File: src/pss_defs.vh
`ifndef PSS_DEFS_VH
`define PSS_DEFS_VH
// Clock rate and base tick
`define PSS_CLK_MHZ        100
`define PSS_TICK_US        1000
`define PSS_TICK_CYC       (`PSS_TICK_US * `PSS_CLK_MHZ)
// Register byte offsets
`define PSS_A_CURVE        8'h00
`define PSS_A_AUX_START_F  8'h04
`define PSS_A_AUX_STOP_F   8'h08
`define PSS_A_AUX_START_D  8'h0C
`define PSS_A_AUX_STOP_D   8'h10
`define PSS_A_SLEEP_F      8'h14
`define PSS_A_WAKE_F       8'h18
`define PSS_A_SLEEP_T      8'h1C
`define PSS_A_ENC_PPR      8'h20
`define PSS_A_ENC_TYPE     8'h24
`define PSS_A_DISP_FILT    8'h28
`define PSS_A_ITIME        8'h2C
`define PSS_A_CORR_LIM     8'h30
`define PSS_A_FLT_ACT      8'h34
`define PSS_A_FLT_TIME     8'h38
`define PSS_A_SLIP_LIM     8'h3C
`define PSS_A_MFO_SEL      8'h40
`define PSS_A_DISP_SEL     8'h44
`define PSS_A_GEN_START_F  8'h48
`define PSS_A_STATUS       8'h4C
`define PSS_A_SPEED        8'h50
`define PSS_A_POS          8'h54
// Reset values
`define PSS_R_AUX_STOP_F   16'h01F4
`define PSS_R_ENC_PPR      16'h0400
`define PSS_R_DISP_FILT    16'h001E
`define PSS_R_CORR_LIM     16'h07D0
`define PSS_R_FLT_TIME     16'h000A
`define PSS_R_SLIP_LIM     16'h005A
// Ranges
`define PSS_PPR_MIN        16'h0001
`define PSS_PPR_MAX        16'h1388
// Output function codes for auxiliary motors 1..3, and the speed display select code
`define PSS_MFO_AUX1       8'h1B
`define PSS_MFO_AUX3       8'h1D
`define PSS_DISP_SPEED     8'h58
// Encoder type codes
`define PSS_ENC_AB         4'h1
`define PSS_ENC_BA         4'h2
`define PSS_ENC_PID_REV    4'h4
`define PSS_ENC_PID_FWD    4'h5
`define PSS_ENC_CMD_REV    4'h8
`define PSS_ENC_CMD_FWD    4'h9
// Status bits
`define PSS_ST_SLEEP       3
`define PSS_ST_FAULT       4
`endif

File: src/pss_tick.v
`include "pss_defs.vh"
`default_nettype none
module pss_tick #(
    parameter CYC_PER_MS = `PSS_TICK_CYC
) (
    input  wire clk,
    input  wire resetn,
    output reg  tick_ms,
    output reg  tick_10ms,
    output reg  tick_100ms
);
    localparam integer LAST_I = CYC_PER_MS - 1;
    localparam [16:0]  LAST   = LAST_I[16:0];
    reg [16:0] cyc;
    reg [3:0]  ms;
    reg [3:0]  tens;

    always @(posedge clk or negedge resetn) begin
        if (!resetn) begin
            cyc        <= 17'h00000;
            ms         <= 4'h0;
            tens       <= 4'h0;
            tick_ms    <= 1'b0;
            tick_10ms  <= 1'b0;
            tick_100ms <= 1'b0;
        end else begin
            tick_ms    <= 1'b0;
            tick_10ms  <= 1'b0;
            tick_100ms <= 1'b0;
            if (cyc == LAST) begin
                cyc     <= 17'h00000;
                tick_ms <= 1'b1;
                if (ms == 4'h9) begin
                    ms        <= 4'h0;
                    tick_10ms <= 1'b1;
                    if (tens == 4'h9) begin
                        tens       <= 4'h0;
                        tick_100ms <= 1'b1;
                    end else begin
                        tens <= tens + 4'h1;
                    end
                end else begin
                    ms <= ms + 4'h1;
                end
            end else begin
                cyc <= cyc + 17'h00001;
            end
        end
    end
endmodule
`default_nettype wire

File: src/pss_top.v
`include "pss_defs.vh"
`default_nettype none
// Overview of operation
// - Curve code: user sets, 1.5 power, square
// - Zero start frequency never starts auxiliaries
// - Auxiliary count from outputs coded 27-29
// - Auxiliaries stop first in, first out
// - Separate start and stop delays, tenths
// - Stop frequency threshold, default five hertz
// - Sleep after low command, wake above threshold
// - Frequency command still computed while asleep
// - Wake ramps from general start frequency
// - Encoder pulses 1 to 5000, default 1024
// - Type codes 0,1,2: off, A leads, B leads
// - Codes 4,5 PID feedback; 8,9 command
// - Speed display refreshed every filter period
// - Zero integral time disables integral term
// - Speed correction clamped, default 20 Hz
// - Fault action: keep running, ramp, coast
// - Slip or stall error timed into fault
// - Slip compensation limited, default 90 rpm
module pss_top #(
    parameter CYC_PER_MS = `PSS_TICK_CYC
) (
    input  wire        CLK,
    input  wire        RESETN,
    input  wire        PSEL,
    input  wire        PENABLE,
    input  wire        PWRITE,
    input  wire [7:0]  PADDR,
    input  wire [31:0] PWDATA,
    output reg  [31:0] PRDATA,
    output reg         PREADY,
    output reg         PSLVERR,
    input  wire        RUN,
    input  wire [15:0] FREQ_CMD,
    input  wire [15:0] SPEED_CORR,
    input  wire [15:0] SLIP_COMP,
    input  wire        FB_SLIP_ERR,
    input  wire        FB_STALL_ERR,
    input  wire        ENC_A,
    input  wire        ENC_B,
    output reg  [3:0]  MFO_OUT,
    output reg  [1:0]  CURVE_SHAPE,
    output reg         CURVE_SET2,
    output reg         OUT_ENABLE,
    output reg         WAKE_RAMP,
    output reg  [15:0] START_FREQ,
    output reg         PID_ENABLE,
    output reg         ENC_ENABLE,
    output reg         ENC_PID_FB,
    output reg         ENC_FREQ_CMD,
    output reg  [15:0] ENC_PPR,
    output reg         INTEG_EN,
    output reg  [15:0] CORR_OUT,
    output reg  [15:0] SLIP_OUT,
    output reg         FAULT_WARN,
    output reg         STOP_RAMP,
    output reg         STOP_COAST,
    output reg  [15:0] SPEED_DISP
);
    ////////////////////////////////////////////////////////////////////////
    reg  [2:0]  curve;
    reg  [15:0] aux_start_freq;
    reg  [15:0] aux_stop_freq;
    reg  [15:0] aux_start_delay;
    reg  [15:0] aux_stop_delay;
    reg  [15:0] sleep_freq;
    reg  [15:0] wake_freq;
    reg  [15:0] sleep_time;
    reg  [15:0] encoder_pulses_per_rev;
    reg  [3:0]  encoder_type_select;
    reg  [15:0] speed_display_filter;
    reg  [15:0] speed_integral_time;
    reg  [15:0] correction_freq_limit;
    reg  [1:0]  encoder_fault_action;
    reg  [15:0] encoder_fault_time;
    reg  [15:0] slip_comp_limit;
    reg  [31:0] multi_output_select;
    reg  [7:0]  display_select;
    reg  [15:0] general_start_freq;
    reg  [2:0]  aux_on;
    reg  [1:0]  head;
    reg  [1:0]  n_on;
    reg         sleeping;
    reg         fault;
    reg  [15:0] start_tmr;
    reg  [15:0] stop_tmr;
    reg  [15:0] sleep_tmr;
    reg  [15:0] fault_tmr;
    reg  [1:0]  a_sync;
    reg  [1:0]  b_sync;
    reg         a_prev;
    reg         b_prev;
    reg  [31:0] enc_pos;
    reg  [15:0] win_cnt;
    reg  [15:0] win_ms;
    reg  [31:0] rd_data;
    reg         rd_hit;
    reg  [2:0]  n_aux;
    reg  [2:0]  slot;
    reg  [3:0]  mfo_is_aux;
    reg  [3:0]  next_mfo;
    wire        tick_ms;
    wire        tick_10ms;
    wire        tick_100ms;
    wire        wr = PSEL & PENABLE & PWRITE & PREADY;
    wire [15:0] wd = PWDATA[15:0];
    wire [15:0] ppr_in;
    wire        fault_clr;
    wire        enc_step;
    wire        enc_up;
    wire        enc_inv;
    wire        enc_on;
    wire        staging;
    wire        fb_err;

    pss_tick #(
        .CYC_PER_MS (CYC_PER_MS)
    ) u_tick (
        .clk        (CLK),
        .resetn     (RESETN),
        .tick_ms    (tick_ms),
        .tick_10ms  (tick_10ms),
        .tick_100ms (tick_100ms)
    );

    ////////////////////////////////////////////////////////////////////////
    // Resolution kept in range
    assign ppr_in = (wd < `PSS_PPR_MIN) ? `PSS_PPR_MIN :
                    (wd > `PSS_PPR_MAX) ? `PSS_PPR_MAX : wd;
    assign fault_clr = wr && (PADDR == `PSS_A_STATUS) && PWDATA[`PSS_ST_FAULT];

    always @(posedge CLK or negedge RESETN) begin
        if (!RESETN) begin
            curve                  <= 3'h0;
            aux_start_freq         <= 16'h0000;
            aux_stop_freq          <= `PSS_R_AUX_STOP_F;
            aux_start_delay        <= 16'h0000;
            aux_stop_delay         <= 16'h0000;
            sleep_freq             <= 16'h0000;
            wake_freq              <= 16'h0000;
            sleep_time             <= 16'h0000;
            encoder_pulses_per_rev <= `PSS_R_ENC_PPR;
            encoder_type_select    <= 4'h0;
            speed_display_filter   <= `PSS_R_DISP_FILT;
            speed_integral_time    <= 16'h0000;
            correction_freq_limit  <= `PSS_R_CORR_LIM;
            encoder_fault_action   <= 2'h0;
            encoder_fault_time     <= `PSS_R_FLT_TIME;
            slip_comp_limit        <= `PSS_R_SLIP_LIM;
            multi_output_select    <= 32'h00000000;
            display_select         <= 8'h00;
            general_start_freq     <= 16'h0000;
        end else if (wr) begin
            case (PADDR)
                `PSS_A_CURVE:       curve <= PWDATA[2:0];
                `PSS_A_AUX_START_F: aux_start_freq <= wd;
                `PSS_A_AUX_STOP_F:  aux_stop_freq <= wd;
                `PSS_A_AUX_START_D: aux_start_delay <= wd;
                `PSS_A_AUX_STOP_D:  aux_stop_delay <= wd;
                `PSS_A_SLEEP_F:     sleep_freq <= wd;
                `PSS_A_WAKE_F:      wake_freq <= wd;
                `PSS_A_SLEEP_T:     sleep_time <= wd;
                `PSS_A_ENC_PPR:     encoder_pulses_per_rev <= ppr_in;
                `PSS_A_ENC_TYPE:    encoder_type_select <= PWDATA[3:0];
                `PSS_A_DISP_FILT:   speed_display_filter <= wd;
                `PSS_A_ITIME:       speed_integral_time <= wd;
                `PSS_A_CORR_LIM:    correction_freq_limit <= wd;
                `PSS_A_FLT_ACT:     encoder_fault_action <= PWDATA[1:0];
                `PSS_A_FLT_TIME:    encoder_fault_time <= wd;
                `PSS_A_SLIP_LIM:    slip_comp_limit <= wd;
                `PSS_A_MFO_SEL:     multi_output_select <= PWDATA;
                `PSS_A_DISP_SEL:    display_select <= PWDATA[7:0];
                `PSS_A_GEN_START_F: general_start_freq <= wd;
                default:            curve <= curve;
            endcase
        end
    end

    always @* begin
        rd_hit  = 1'b1;
        rd_data = 32'h00000000;
        case (PADDR)
            `PSS_A_CURVE:       rd_data[2:0] = curve;
            `PSS_A_AUX_START_F: rd_data[15:0] = aux_start_freq;
            `PSS_A_AUX_STOP_F:  rd_data[15:0] = aux_stop_freq;
            `PSS_A_AUX_START_D: rd_data[15:0] = aux_start_delay;
            `PSS_A_AUX_STOP_D:  rd_data[15:0] = aux_stop_delay;
            `PSS_A_SLEEP_F:     rd_data[15:0] = sleep_freq;
            `PSS_A_WAKE_F:      rd_data[15:0] = wake_freq;
            `PSS_A_SLEEP_T:     rd_data[15:0] = sleep_time;
            `PSS_A_ENC_PPR:     rd_data[15:0] = encoder_pulses_per_rev;
            `PSS_A_ENC_TYPE:    rd_data[3:0] = encoder_type_select;
            `PSS_A_DISP_FILT:   rd_data[15:0] = speed_display_filter;
            `PSS_A_ITIME:       rd_data[15:0] = speed_integral_time;
            `PSS_A_CORR_LIM:    rd_data[15:0] = correction_freq_limit;
            `PSS_A_FLT_ACT:     rd_data[1:0] = encoder_fault_action;
            `PSS_A_FLT_TIME:    rd_data[15:0] = encoder_fault_time;
            `PSS_A_SLIP_LIM:    rd_data[15:0] = slip_comp_limit;
            `PSS_A_MFO_SEL:     rd_data = multi_output_select;
            `PSS_A_DISP_SEL:    rd_data[7:0] = display_select;
            `PSS_A_GEN_START_F: rd_data[15:0] = general_start_freq;
            `PSS_A_STATUS:      rd_data[4:0] = {fault, sleeping, 1'b0, n_on};
            `PSS_A_SPEED:       rd_data[15:0] = SPEED_DISP;
            `PSS_A_POS:         rd_data = enc_pos;
            default:            rd_hit = 1'b0;
        endcase
    end

    // Read data captured in setup so the access phase ends at once
    always @(posedge CLK or negedge RESETN) begin
        if (!RESETN) begin
            PRDATA  <= 32'h00000000;
            PREADY  <= 1'b0;
            PSLVERR <= 1'b0;
        end else begin
            PREADY <= 1'b1;
            if (PSEL && !PENABLE) begin
                PRDATA  <= PWRITE ? 32'h00000000 : rd_data;
                PSLVERR <= ~rd_hit;
            end
        end
    end

    ////////////////////////////////////////////////////////////////////////
    // Output mapping, one slice per multi-function output
    genvar j;
    generate
        for (j = 0; j < 4; j = j + 1) begin : g_mfo
            wire [7:0] code = multi_output_select[8*j+7:8*j];
            wire [7:0] idx  = code - `PSS_MFO_AUX1;
            always @* begin
                mfo_is_aux[j] = (code >= `PSS_MFO_AUX1) && (code <= `PSS_MFO_AUX3);
                next_mfo[j]   = mfo_is_aux[j] & aux_on[idx[1:0]];
            end
        end
    endgenerate

    always @* begin
        n_aux = {2'b00, mfo_is_aux[0]} + {2'b00, mfo_is_aux[1]}
              + {2'b00, mfo_is_aux[2]} + {2'b00, mfo_is_aux[3]};
        if (n_aux > 3'h3) begin
            n_aux = 3'h3;
        end
        slot = {1'b0, head} + {1'b0, n_on};
        if (slot >= n_aux) begin
            slot = slot - n_aux;
        end
    end

    assign staging = RUN && !sleeping && (aux_start_freq != 16'h0000) && (n_aux != 3'h0);

    ////////////////////////////////////////////////////////////////////////
    always @(posedge CLK or negedge RESETN) begin
        if (!RESETN) begin
            aux_on    <= 3'h0;
            head      <= 2'h0;
            n_on      <= 2'h0;
            start_tmr <= 16'h0000;
            stop_tmr  <= 16'h0000;
        end else if (!staging || ({1'b0, n_on} > n_aux)) begin
            aux_on    <= 3'h0;
            head      <= 2'h0;
            n_on      <= 2'h0;
            start_tmr <= 16'h0000;
            stop_tmr  <= 16'h0000;
        end else begin
            if ((FREQ_CMD >= aux_start_freq) && ({1'b0, n_on} < n_aux)) begin
                if (start_tmr >= aux_start_delay) begin
                    aux_on[slot[1:0]] <= 1'b1;
                    n_on              <= n_on + 2'h1;
                    start_tmr         <= 16'h0000;
                end else if (tick_100ms) begin
                    start_tmr <= start_tmr + 16'h0001;
                end
            end else begin
                start_tmr <= 16'h0000;
            end
            if ((FREQ_CMD <= aux_stop_freq) && (n_on != 2'h0)) begin
                if (stop_tmr >= aux_stop_delay) begin
                    aux_on[head] <= 1'b0;
                    head         <= ({1'b0, head} + 3'h1 >= n_aux) ? 2'h0 : head + 2'h1;
                    n_on         <= n_on - 2'h1;
                    stop_tmr     <= 16'h0000;
                end else if (tick_100ms) begin
                    stop_tmr <= stop_tmr + 16'h0001;
                end
            end else begin
                stop_tmr <= 16'h0000;
            end
        end
    end

    ////////////////////////////////////////////////////////////////////////
    // Wake compares strictly above, so equal thresholds cannot chatter
    always @(posedge CLK or negedge RESETN) begin
        if (!RESETN) begin
            sleeping  <= 1'b0;
            sleep_tmr <= 16'h0000;
        end else if (!RUN) begin
            sleeping  <= 1'b0;
            sleep_tmr <= 16'h0000;
        end else if (sleeping) begin
            sleep_tmr <= 16'h0000;
            if (FREQ_CMD > wake_freq) begin
                sleeping <= 1'b0;
            end
        end else if (FREQ_CMD < sleep_freq) begin
            if (sleep_tmr >= sleep_time) begin
                sleeping <= 1'b1;
            end else if (tick_100ms) begin
                sleep_tmr <= sleep_tmr + 16'h0001;
            end
        end else begin
            sleep_tmr <= 16'h0000;
        end
    end

    ////////////////////////////////////////////////////////////////////////
    // Type decode and direction
    assign enc_inv = (encoder_type_select == `PSS_ENC_BA) ||
                     (encoder_type_select == `PSS_ENC_PID_REV) ||
                     (encoder_type_select == `PSS_ENC_CMD_REV);
    assign enc_on  = (encoder_type_select == `PSS_ENC_AB) || enc_inv ||
                     (encoder_type_select == `PSS_ENC_PID_FWD) ||
                     (encoder_type_select == `PSS_ENC_CMD_FWD);
    assign enc_step = a_sync[1] ^ a_prev ^ b_sync[1] ^ b_prev;
    assign enc_up   = (a_sync[1] ^ b_prev) ^ enc_inv;

    always @(posedge CLK or negedge RESETN) begin
        if (!RESETN) begin
            a_sync     <= 2'b00;
            b_sync     <= 2'b00;
            a_prev     <= 1'b0;
            b_prev     <= 1'b0;
            enc_pos    <= 32'h00000000;
            win_cnt    <= 16'h0000;
            win_ms     <= 16'h0000;
            SPEED_DISP <= 16'h0000;
        end else begin
            a_sync  <= {a_sync[0], ENC_A};
            b_sync  <= {b_sync[0], ENC_B};
            a_prev  <= a_sync[1];
            b_prev  <= b_sync[1];
            if (enc_on && enc_step) begin
                enc_pos <= enc_up ? enc_pos + 32'h00000001 : enc_pos - 32'h00000001;
            end
            if (tick_ms) begin
                if (win_ms + 16'h0001 >= speed_display_filter) begin
                    win_ms  <= 16'h0000;
                    win_cnt <= 16'h0000;
                    if (display_select == `PSS_DISP_SPEED) begin
                        SPEED_DISP <= win_cnt;
                    end
                end else begin
                    win_ms <= win_ms + 16'h0001;
                end
            end else if (enc_on && enc_step) begin
                win_cnt <= enc_up ? win_cnt + 16'h0001 : win_cnt - 16'h0001;
            end
        end
    end

    ////////////////////////////////////////////////////////////////////////
    // Slip or stall error accumulates
    assign fb_err = RUN && enc_on && (FB_SLIP_ERR || FB_STALL_ERR);

    always @(posedge CLK or negedge RESETN) begin
        if (!RESETN) begin
            fault     <= 1'b0;
            fault_tmr <= 16'h0000;
        end else begin
            if (fb_err) begin
                if (fault_tmr >= encoder_fault_time) begin
                    fault <= 1'b1;
                end else if (tick_10ms) begin
                    fault_tmr <= fault_tmr + 16'h0001;
                end
            end else begin
                fault_tmr <= 16'h0000;
            end
            // Clear loses to a new detection in the same cycle
            if (fault_clr && !(fb_err && fault_tmr >= encoder_fault_time)) begin
                fault <= 1'b0;
            end
        end
    end

    ////////////////////////////////////////////////////////////////////////
    function [15:0] sat;
        input [15:0] v;
        input [15:0] l;
        reg signed [16:0] sv;
        reg signed [16:0] sl;
        reg signed [16:0] nl;
        begin
            sv = {v[15], v};
            sl = {1'b0, l};
            nl = -sl;
            if (sv > sl) begin
                sat = l;
            end else if (sv < nl) begin
                sat = nl[15:0];
            end else begin
                sat = v;
            end
        end
    endfunction

    always @(posedge CLK or negedge RESETN) begin
        if (!RESETN) begin
            MFO_OUT      <= 4'h0;
            CURVE_SHAPE  <= 2'h0;
            CURVE_SET2   <= 1'b0;
            OUT_ENABLE   <= 1'b0;
            WAKE_RAMP    <= 1'b0;
            START_FREQ   <= 16'h0000;
            PID_ENABLE   <= 1'b0;
            ENC_ENABLE   <= 1'b0;
            ENC_PID_FB   <= 1'b0;
            ENC_FREQ_CMD <= 1'b0;
            ENC_PPR      <= `PSS_R_ENC_PPR;
            INTEG_EN     <= 1'b0;
            CORR_OUT     <= 16'h0000;
            SLIP_OUT     <= 16'h0000;
            FAULT_WARN   <= 1'b0;
            STOP_RAMP    <= 1'b0;
            STOP_COAST   <= 1'b0;
        end else begin
            MFO_OUT      <= next_mfo;
            // Curve shape; code 3 falls back to user
            CURVE_SHAPE  <= (curve[1:0] == 2'h3) ? 2'h0 : curve[1:0];
            CURVE_SET2   <= (curve[1:0] == 2'h0) | (curve[1:0] == 2'h3) ? curve[2] : 1'b0;
            OUT_ENABLE   <= RUN && !sleeping && !(fault && encoder_fault_action == 2'h2);
            WAKE_RAMP    <= sleeping && (FREQ_CMD > wake_freq) && RUN;
            START_FREQ   <= general_start_freq;
            PID_ENABLE   <= RUN;
            ENC_ENABLE   <= enc_on;
            ENC_PID_FB   <= (encoder_type_select == `PSS_ENC_PID_REV) ||
                            (encoder_type_select == `PSS_ENC_PID_FWD);
            ENC_FREQ_CMD <= (encoder_type_select == `PSS_ENC_CMD_REV) ||
                            (encoder_type_select == `PSS_ENC_CMD_FWD);
            ENC_PPR      <= encoder_pulses_per_rev;
            INTEG_EN     <= (speed_integral_time != 16'h0000);
            CORR_OUT     <= sat(SPEED_CORR, correction_freq_limit);
            SLIP_OUT     <= sat(SLIP_COMP, slip_comp_limit);
            FAULT_WARN   <= fault;
            STOP_RAMP    <= fault && (encoder_fault_action == 2'h1);
            STOP_COAST   <= fault && (encoder_fault_action == 2'h2);
        end
    end
endmodule
`default_nettype wire

File: config.mk
export PLATFORM = sky130hd
export DESIGN_NAME = pss_top
export DESIGN_NICKNAME = d
export VERILOG_FILES = /design/src/pss_tick.v /design/src/pss_top.v
export VERILOG_INCLUDE_DIRS = /design/src /design/src/src
export SDC_FILE = /design/constraint.sdc
export NUM_CORES = 1
export LEC_CHECK = 0
export ABC_AREA = 1
export BUFFER_PORTS_ARGS = -buffer_cell sky130_fd_sc_hd__buf_2
export CAP_MARGIN = 20
export CORE_AREA = 4 4 231 233
export CTS_CLUSTER_DIAMETER = 80
export DETAILED_ROUTE_END_ITERATION = 6
export DIE_AREA = 0 0 235 237
export PLACE_DENSITY = 0.87
export SETUP_SLACK_MARGIN = 0.02
export SYNTH_ARGS = -nofsm -noshare
export SYNTH_HDL_FRONTEND = slang
export SYNTH_SLANG_ARGS = --single-unit
File: constraint.sdc
create_clock -name CLK -period 10.16 [get_ports CLK]
set_clock_uncertainty 0.05 [all_clocks]
set_input_delay 0.508 -clock CLK [delete_from_list [all_inputs] [get_ports CLK]]
set_output_delay 0.508 -clock CLK [all_outputs]
set_load 0.02 [all_outputs]
==> run metrics, run 1 <==
outcome=complete, but fails checks; failing checks=design-rule violations; FF-to-FF setup slack=around 5.8 ns; die area=about 56000 µm²; drc violations=24; drt pass-1 iters=7; Hold Crit Class=in -> reg; Final nets=just under 5000; depth of the worst register-to-register path=17; CTS Buffer Depth=3; Max-Cap Viols=0; Arrival @ worst endpoint=around 4.8 ns; first-pass GRT wire length=177 mm; worst hold endpoint=PID_ENABLE; WS Path Type=reg -> reg; critical path required time=10.62 ns; Lkg Pwr=roughly 19 nW; Top FF cell, synth=dfrtp_1; Resized Gates After CTS=0; dpl cells=between 5000 and 6000; Synth area leaders=dfrtp_1, nand2_1, ha_1, o21ai_0, inv_1; CP delay by family, top=simple AND/OR/NAND/NOR gates; Seq cells post-synth=about 580; CTS clk-pin slew, worst paths=approximately 0.060 ns; GRT Total Usage=approximately two fifths; initial antenna violation count=4; reg2reg start=win_ms[0]; top cell type's share of synthesized area=approximately two fifths; Final Routed Wirelength=roughly 120 mm; core area=51200 µm²; Critical Path Sink Type=register; Worst VDD drop=153 µV; CTS tree=done; Rows=slightly above 80; layout cell share with drive strength beyond 1=9.72%; Yosys cell types=slightly below 60; antenna-violating nets left=0; Seq/Total Area, Yosys=a little over two fifths; Initial Util=66.8%; total CTS buffers=61; endpoints failing hold=0; cell with the most instances on the worst path=nand3_1; GPL Wtd Cong=around 1.0; Max H-tree Level=2; Starting DRT DRC Count=roughly 3700; Ys Warns=0; commonest cells after routing, fill and taps aside=nand2_1, dfrtp_1, inv_1; Worst R2R End=SPEED_DISP[5]; max incr delay on CP=~0.8 ns; post-CTS setup buffer count=0; vias=between 30000 and 40000; Slew @ Worst Pin=1.25 ns; number of buffers and inverters on the critical path=1; hold path startpoint=RUN; syn_area_per_cell=approximately 8 µm²; Syn Inst Count=approximately 4300; area delta synth->final=11.1%; commonest non-fill, non-tap cell in the layout=nand2_1; vias in the first global route=30969; power per cell area=between 150 and 200 nW/µm²; port bufs=between 200 and 250; crit path max fanout=32; largest net degree at the start of global routing=97; GRT overflow=0; Skew-Pair Late Insertion Delay=roughly 0.65 ns; Top Ports=between 200 and 250; WHS Path Cells=1; slowest cell on the critical path=nand3_1; clk root buf=clkbuf_16; CP startpoint kind=register; CP Cell Sequence=ha_1 -> nand3_1 -> nor3_2 -> nand3_1 -> nor2_1 -> nand3_1 -> nor2_1 -> xor2_1 -> ha_1 -> nand2_1 -> inv_1 -> nand3_1 -> nor3_1 -> nand2_1 -> nand3_1 -> nand3_1 -> o21ai_0; Slew Viols, Final=0; Post-synth EDFFs=0; layout filler cell count=3886; hpwl dp=between 80 and 90 mm; fmax=around 0.23 GHz; # setup viols final=0; unrepaired setup endpoints after global routing=no; Die Y=around 240 µm; clock sink count=575; Min Clock Period, post-route=4.38 ns; Routed WL per cell=approximately 22 µm; cell area after synthesis=34200 µm²; setup TNS=0 ns; Synth area leader=dfrtp_1; Non-Filler Instances=approximately 5300; Via density=approximately 6.2; period utilization=a little over two fifths; ys async rst share=100%; Die W=approximately 240 µm; Slew HR=16.7%
==> Yosys cell counts (all sizes together) (27+ instances only) <==
cell / count
clkbuf: 84
nand2: 1039
buf: 32
o21ai: 487
a21oi: 225
nor3: 92
xor2: 75
dfrtp: 551
nor4: 27
nand3: 218
nor2: 344
nand4: 73
inv: 542
xnor2: 28
ha: 290
o22ai: 83
==> power breakdown <==
part / switching [mW] / total, mW / internal, mW
combinational: 0.722 / 1.07 / 0.346
sequential: 0.0779 / 2.46 / 2.39
clock: 0.989 / 2.35 / 1.36
==> worst reg2reg max path, stage by stage, from the launching register on <==
cell	delay, ns
dfrtp_1	0.43
ha_1	0.22
nand3_1	0.15
nor3_2	0.19
nand3_1	0.12
nor2_1	0.26
nand3_1	0.18
nor2_1	0.16
xor2_1	0.25
ha_1	0.17
nand2_1	0.06
inv_1	0.05
nand3_1	0.10
nor3_1	0.23
nand2_1	0.08
nand3_1	0.16
nand3_1	0.81
o21ai_0	0.58
==> final cells by class <==
| class | instances | area, µm² | area share (%) |
|---|---|---|---|
| inverter | 547 | 2060 | 5.41 |
| clock buffer | 84 | 1720 | 4.53 |
| tap | 680 | 851 | 2.24 |
| timing repair buffer | 250 | 1340 | 3.54 |
| sequential | 575 | 14400 | 37.9 |
| multi-input combinational | 3103 | 17300 | 45.4 |
| clock inverter | 28 | 364 | 0.958 |
| antenna | 1 | 2.50 | 0.00658 |
==> cell families (layout without fill, tap and decap cells) <==
family | count (synthesis) | after routing | synth area share [%]
xor gates and xnor gates | 103 | 103 | 2.64
other | 1 | 4 | 0.0110
DFF | 575 | 575 | 42.2
AOI/OAI and AO/OA | 897 | 897 | 14.4
buffers and inverters | 663 | 909 | 7.45
and+or+nand+nor | 1806 | 1806 | 22.5
adders and majority gates | 294 | 294 | 10.8
==> per-layer routing <==
layer / track usage (%) / vias up / routed length, µm / share of wire (%)
met2: 60.4 / 1909 / 49400 / 43
met3: 10.5 / 456 / 13400 / 12
met4: 23.2 / 2 / 8030 / 7.0
met5: 0 / - / 18 / 0.016
li1: - / 14828 / - / -
met1: 54.0 / 15237 / 44400 / 39
==> repair_timing <==
action	4_1_cts	5_1_grt
setup endpoints to repair	0	0
hold endpoints to repair	89	0
hold buffers	3	0
==> registers in the layout, summed over array words and instances (netlist names), 17 cells and up <==
| register | count |
|---|---|
| enc_pos | 32 |
| multi_output_select | 32 |
| PRDATA | 32 |
| u_tick.cyc | 17 |
==> worst max-delay path by stage <==
stage               cells past startpoint  slack (ns)               startpoint            end
detailed placement                     18        6.03  multi_output_select[24]   stop_tmr[13]
finish                                 17        5.78                win_ms[0]  SPEED_DISP[5]
global route                           17        5.47                win_ms[0]  SPEED_DISP[5]
global placement                       18        6.15  multi_output_select[24]    stop_tmr[5]
CTS                                    17        5.86                win_ms[0]  SPEED_DISP[5]
floorplan                              17        6.76   encoder_type_select[1]    enc_pos[24]
==> through the flow <==
| step | hold WS [ns] | worst slack [ns] | power [mW] | cell area (µm²) | util, % |
|---|---|---|---|---|---|
| after floorplan | 0.162 | 6.76 | 3.19 | 34200 | - |
| after global placement | 0.291 | 6.15 | 3.51 | 35900 | 70.0 |
| after detailed placement | 0.290 | 6.03 | 3.53 | 35900 | 70.0 |
| after CTS | 0.0251 | 5.86 | 5.86 | 38000 | 74.2 |
| after global routing | 0.0464 | 5.47 | 6.11 | 38000 | 74.2 |
| final | 0.0482 | 5.78 | 5.89 | 38000 | 74.2 |
Power figures use the tool's default switching activity.
==> inputs of run 2 (changes only) <==
--- a/config.mk
+++ b/config.mk
@@ -9,11 +9,11 @@
 export ABC_AREA = 1
 export BUFFER_PORTS_ARGS = -buffer_cell sky130_fd_sc_hd__buf_2
 export CAP_MARGIN = 20
-export CORE_AREA = 4 4 231 233
+export CORE_AREA = 4 4 240 242
 export CTS_CLUSTER_DIAMETER = 80
 export DETAILED_ROUTE_END_ITERATION = 6
-export DIE_AREA = 0 0 235 237
-export PLACE_DENSITY = 0.87
+export DIE_AREA = 0 0 244 246
+export PLACE_DENSITY = 0.81
 export SETUP_SLACK_MARGIN = 0.02
 export SYNTH_ARGS = -nofsm -noshare
 export SYNTH_HDL_FRONTEND = slang
==> constraint.sdc (replaced) <==
create_clock -name CLK -period 4.25 [get_ports CLK]
set_clock_uncertainty 0.05 [all_clocks]
set_input_delay 0.2125 -clock CLK [delete_from_list [all_inputs] [get_ports CLK]]
set_output_delay 0.2125 -clock CLK [all_outputs]
set_load 0.02 [all_outputs]
==> run 2 against run 1 <==
  * The flow now finishes without violations
  * Wire length grew 0.12%
  * Sequential cell count is the same
  * Die area grew 7.8%
  * Design area grew 2.2%
  * Sequential share of layout area shrank 0.83 points
  * Non-clock buffer count grew 79
  * Final cell count grew 2.8%
  * Register-to-register slack lost 5.5 ns
  * Critical endpoint is now start_tmr[2]
  * Largest power group unchanged
  * Highest routed layer unchanged
==> run metrics, run 2 (same netlist as run 1, synthesis figures left out) <==
Initial Util=62.1% (-4.7 points); CP delay by family, top=simple AND/OR/NAND/NOR gates; hpwl dp=85.1 mm (+0.14%); Rows=86 (+3.6%); antenna-violating nets left=0 (unchanged); Final nets=5008 (+1.6%); outcome=finished, final reports clean; CP startpoint=multi_output_select[24]; critical path required time=4.75 ns (-5.87 ns); area delta synth->final=13.6%; WHS Path Cells=5 (+4); CTS Buffer Depth=3 (unchanged); cell with the most instances on the worst path=ha_1; layout cell share with drive strength beyond 1=10.1% (+0.39 points); placed cell areas=36200 µm² (+0.91%); first-pass GRT wire length=175 mm (-0.87%); Final Routed Wirelength=116 mm (+0.12%); Skew-Pair Late Insertion Delay=0.65 ns (about the same); Slew HR=24.1% (+7.5 points); hold slack final=0.0698 ns (+0.0217 ns); Top Ports=229 (unchanged); total CTS buffers=60 (-1.6%); Hold Crit Class=in -> reg; # setup viols final=0 (unchanged); depth of the worst register-to-register path=18 (+1); vias=32229 (-0.63%); Die W=244 µm (+3.8%); Routed WL per cell=21.3 µm (-2.6%); CP startpoint kind=register; worst hold endpoint=PRDATA[4]; Lkg Pwr=18.9 nW (+1.8%); clk root buf=clkbuf_16; max incr delay on CP=0.47 ns (-0.34 ns); Total Power=14.0 mW (+140%); dpl cells=5242 (+1.8%); Slew @ Worst Pin=1.14 ns (-0.112 ns); final instance area=38900 µm² (+2.2%); core area=55100 µm² (+7.6%); clock sink count=575 (unchanged); reg2reg start=multi_output_select[24]; drt pass-1 iters=6 (-1); crit path max fanout=14 (-56%); Worst VDD drop=374 µV (+140%); setup TNS=0 ns (unchanged); Place WS=0.310 ns (-5.72 ns); Slew Viols, Final=0 (unchanged); Max-Cap Viols=0 (unchanged); slowest cell on the critical path=fa_1; drc violations=0 (-100%); fmax=0.255 GHz (+12%); port bufs=228 (unchanged); biggest regs=PRDATA x32, enc_pos x32, multi_output_select x32; commonest non-fill, non-tap cell in the layout=nand2_1; CTS clk-pin slew, worst paths=0.06 ns (about the same); Non-Filler Instances=5416 (+2.8%); number of buffers and inverters on the critical path=3 (+2); period utilization=92.3% (+49 points); commonest cells after routing, fill and taps aside=nand2_1, dfrtp_1, inv_1; hold path startpoint=PWRITE; Die Y=246 µm (+3.8%); Starting DRT DRC Count=3629 (-2.9%); power per cell area=361 nW/µm² (+130%); initial antenna violation count=4 (unchanged); Via density=5.95 (-3.3%); GPL Wtd Cong=1.05 (+0.46%); Final WS setup=0.328 ns (-5.46 ns); CTS tree=done; Min Clock Period, post-route=3.92 ns (-0.454 ns); final core occ=70.5% (-3.7 points); CP Cell Sequence=ha_1 -> o211ai_1 -> nor4_1 -> o31ai_1 -> buf_4 -> fa_1 -> inv_1 -> ha_1 -> nor2_2 -> ha_1 -> a21oi_1 -> a21oi_1 -> nor3_1 -> nand2_2 -> nor2_1 -> nand2_1 -> buf_4 -> nor3b_1; post-CTS setup buffer count=0 (unchanged); GRT Total Usage=37.7% (-2.7 points); Max H-tree Level=2 (unchanged); Critical Path Sink Type=register; GRT overflow=0 (unchanged); unrepaired setup endpoints after global routing=no; endpoints failing hold=0 (unchanged); Arrival @ worst endpoint=4.42 ns (-0.42 ns); Worst R2R End=start_tmr[2]; vias in the first global route=30353 (-2.0%); largest net degree at the start of global routing=107 (+10%); FF-to-FF setup slack=0.33 ns (-5.46 ns); WS Path Type=reg -> reg; die area=60000 µm² (+7.8%)
run 2: power breakdown:
part	internal, mW	switching (mW)	total [mW]
clock	3.18	2.34	5.52
sequential	5.70	0.177	5.88
combinational	0.880	1.73	2.61
run 2: final cells by class:
type / count / area [µm²]
clock inverter: 27 / 299
inverter: 547 / 2060
sequential: 575 / 14400
antenna: 3 / 7.51
fill: 4484 / 16200
multi-input combinational: 3103 / 17300
tap: 748 / 936
clock buffer: 84 / 1750
timing repair buffer: 329 / 2120
run 2: layer usage:
metal	track usage, %	share of wire, %	vias to the layer above
li1	-	-	14985
met4	18.1	5.5	4
met3	8.18	11	402
met5	0	0.020	-
met2	59.1	44	1703
met1	50.3	40	15135
run 2: how the worst max path moves through the flow:
stage | cells after the start | endpoint | slack [ns]
2_1_floorplan | 17 | enc_pos[24] | 0.85
3_3_place_gp | 20 | stop_tmr[3] | 0.38
3_5_place_dp | 18 | start_tmr[2] | 0.31
4_1_cts | 18 | stop_tmr[10] | 0.24
5_1_grt | 18 | stop_tmr[10] | 0.08
6_report | 18 | start_tmr[2] | 0.33
run 2: what timing repair did:
action / CTS / global route
hold endpoints to repair: 141 / 0
hold buffers: 60 / 0
endpoints found under the setup margin: 0 / 2
gates resized for setup: 0 / 2
run 2: worst register-to-register path, delay by kind of cell, from the launching register on:
| family | cells | cell delay [ns] |
|---|---|---|
| AOI/OAI and AO/OA | 4 | 0.51 |
| and+or+nand+nor | 7 | 1.21 |
| adders and majority gates | 4 | 1.18 |
| buffers and inverters | 3 | 0.46 |
| DFF | 1 | 0.42 |
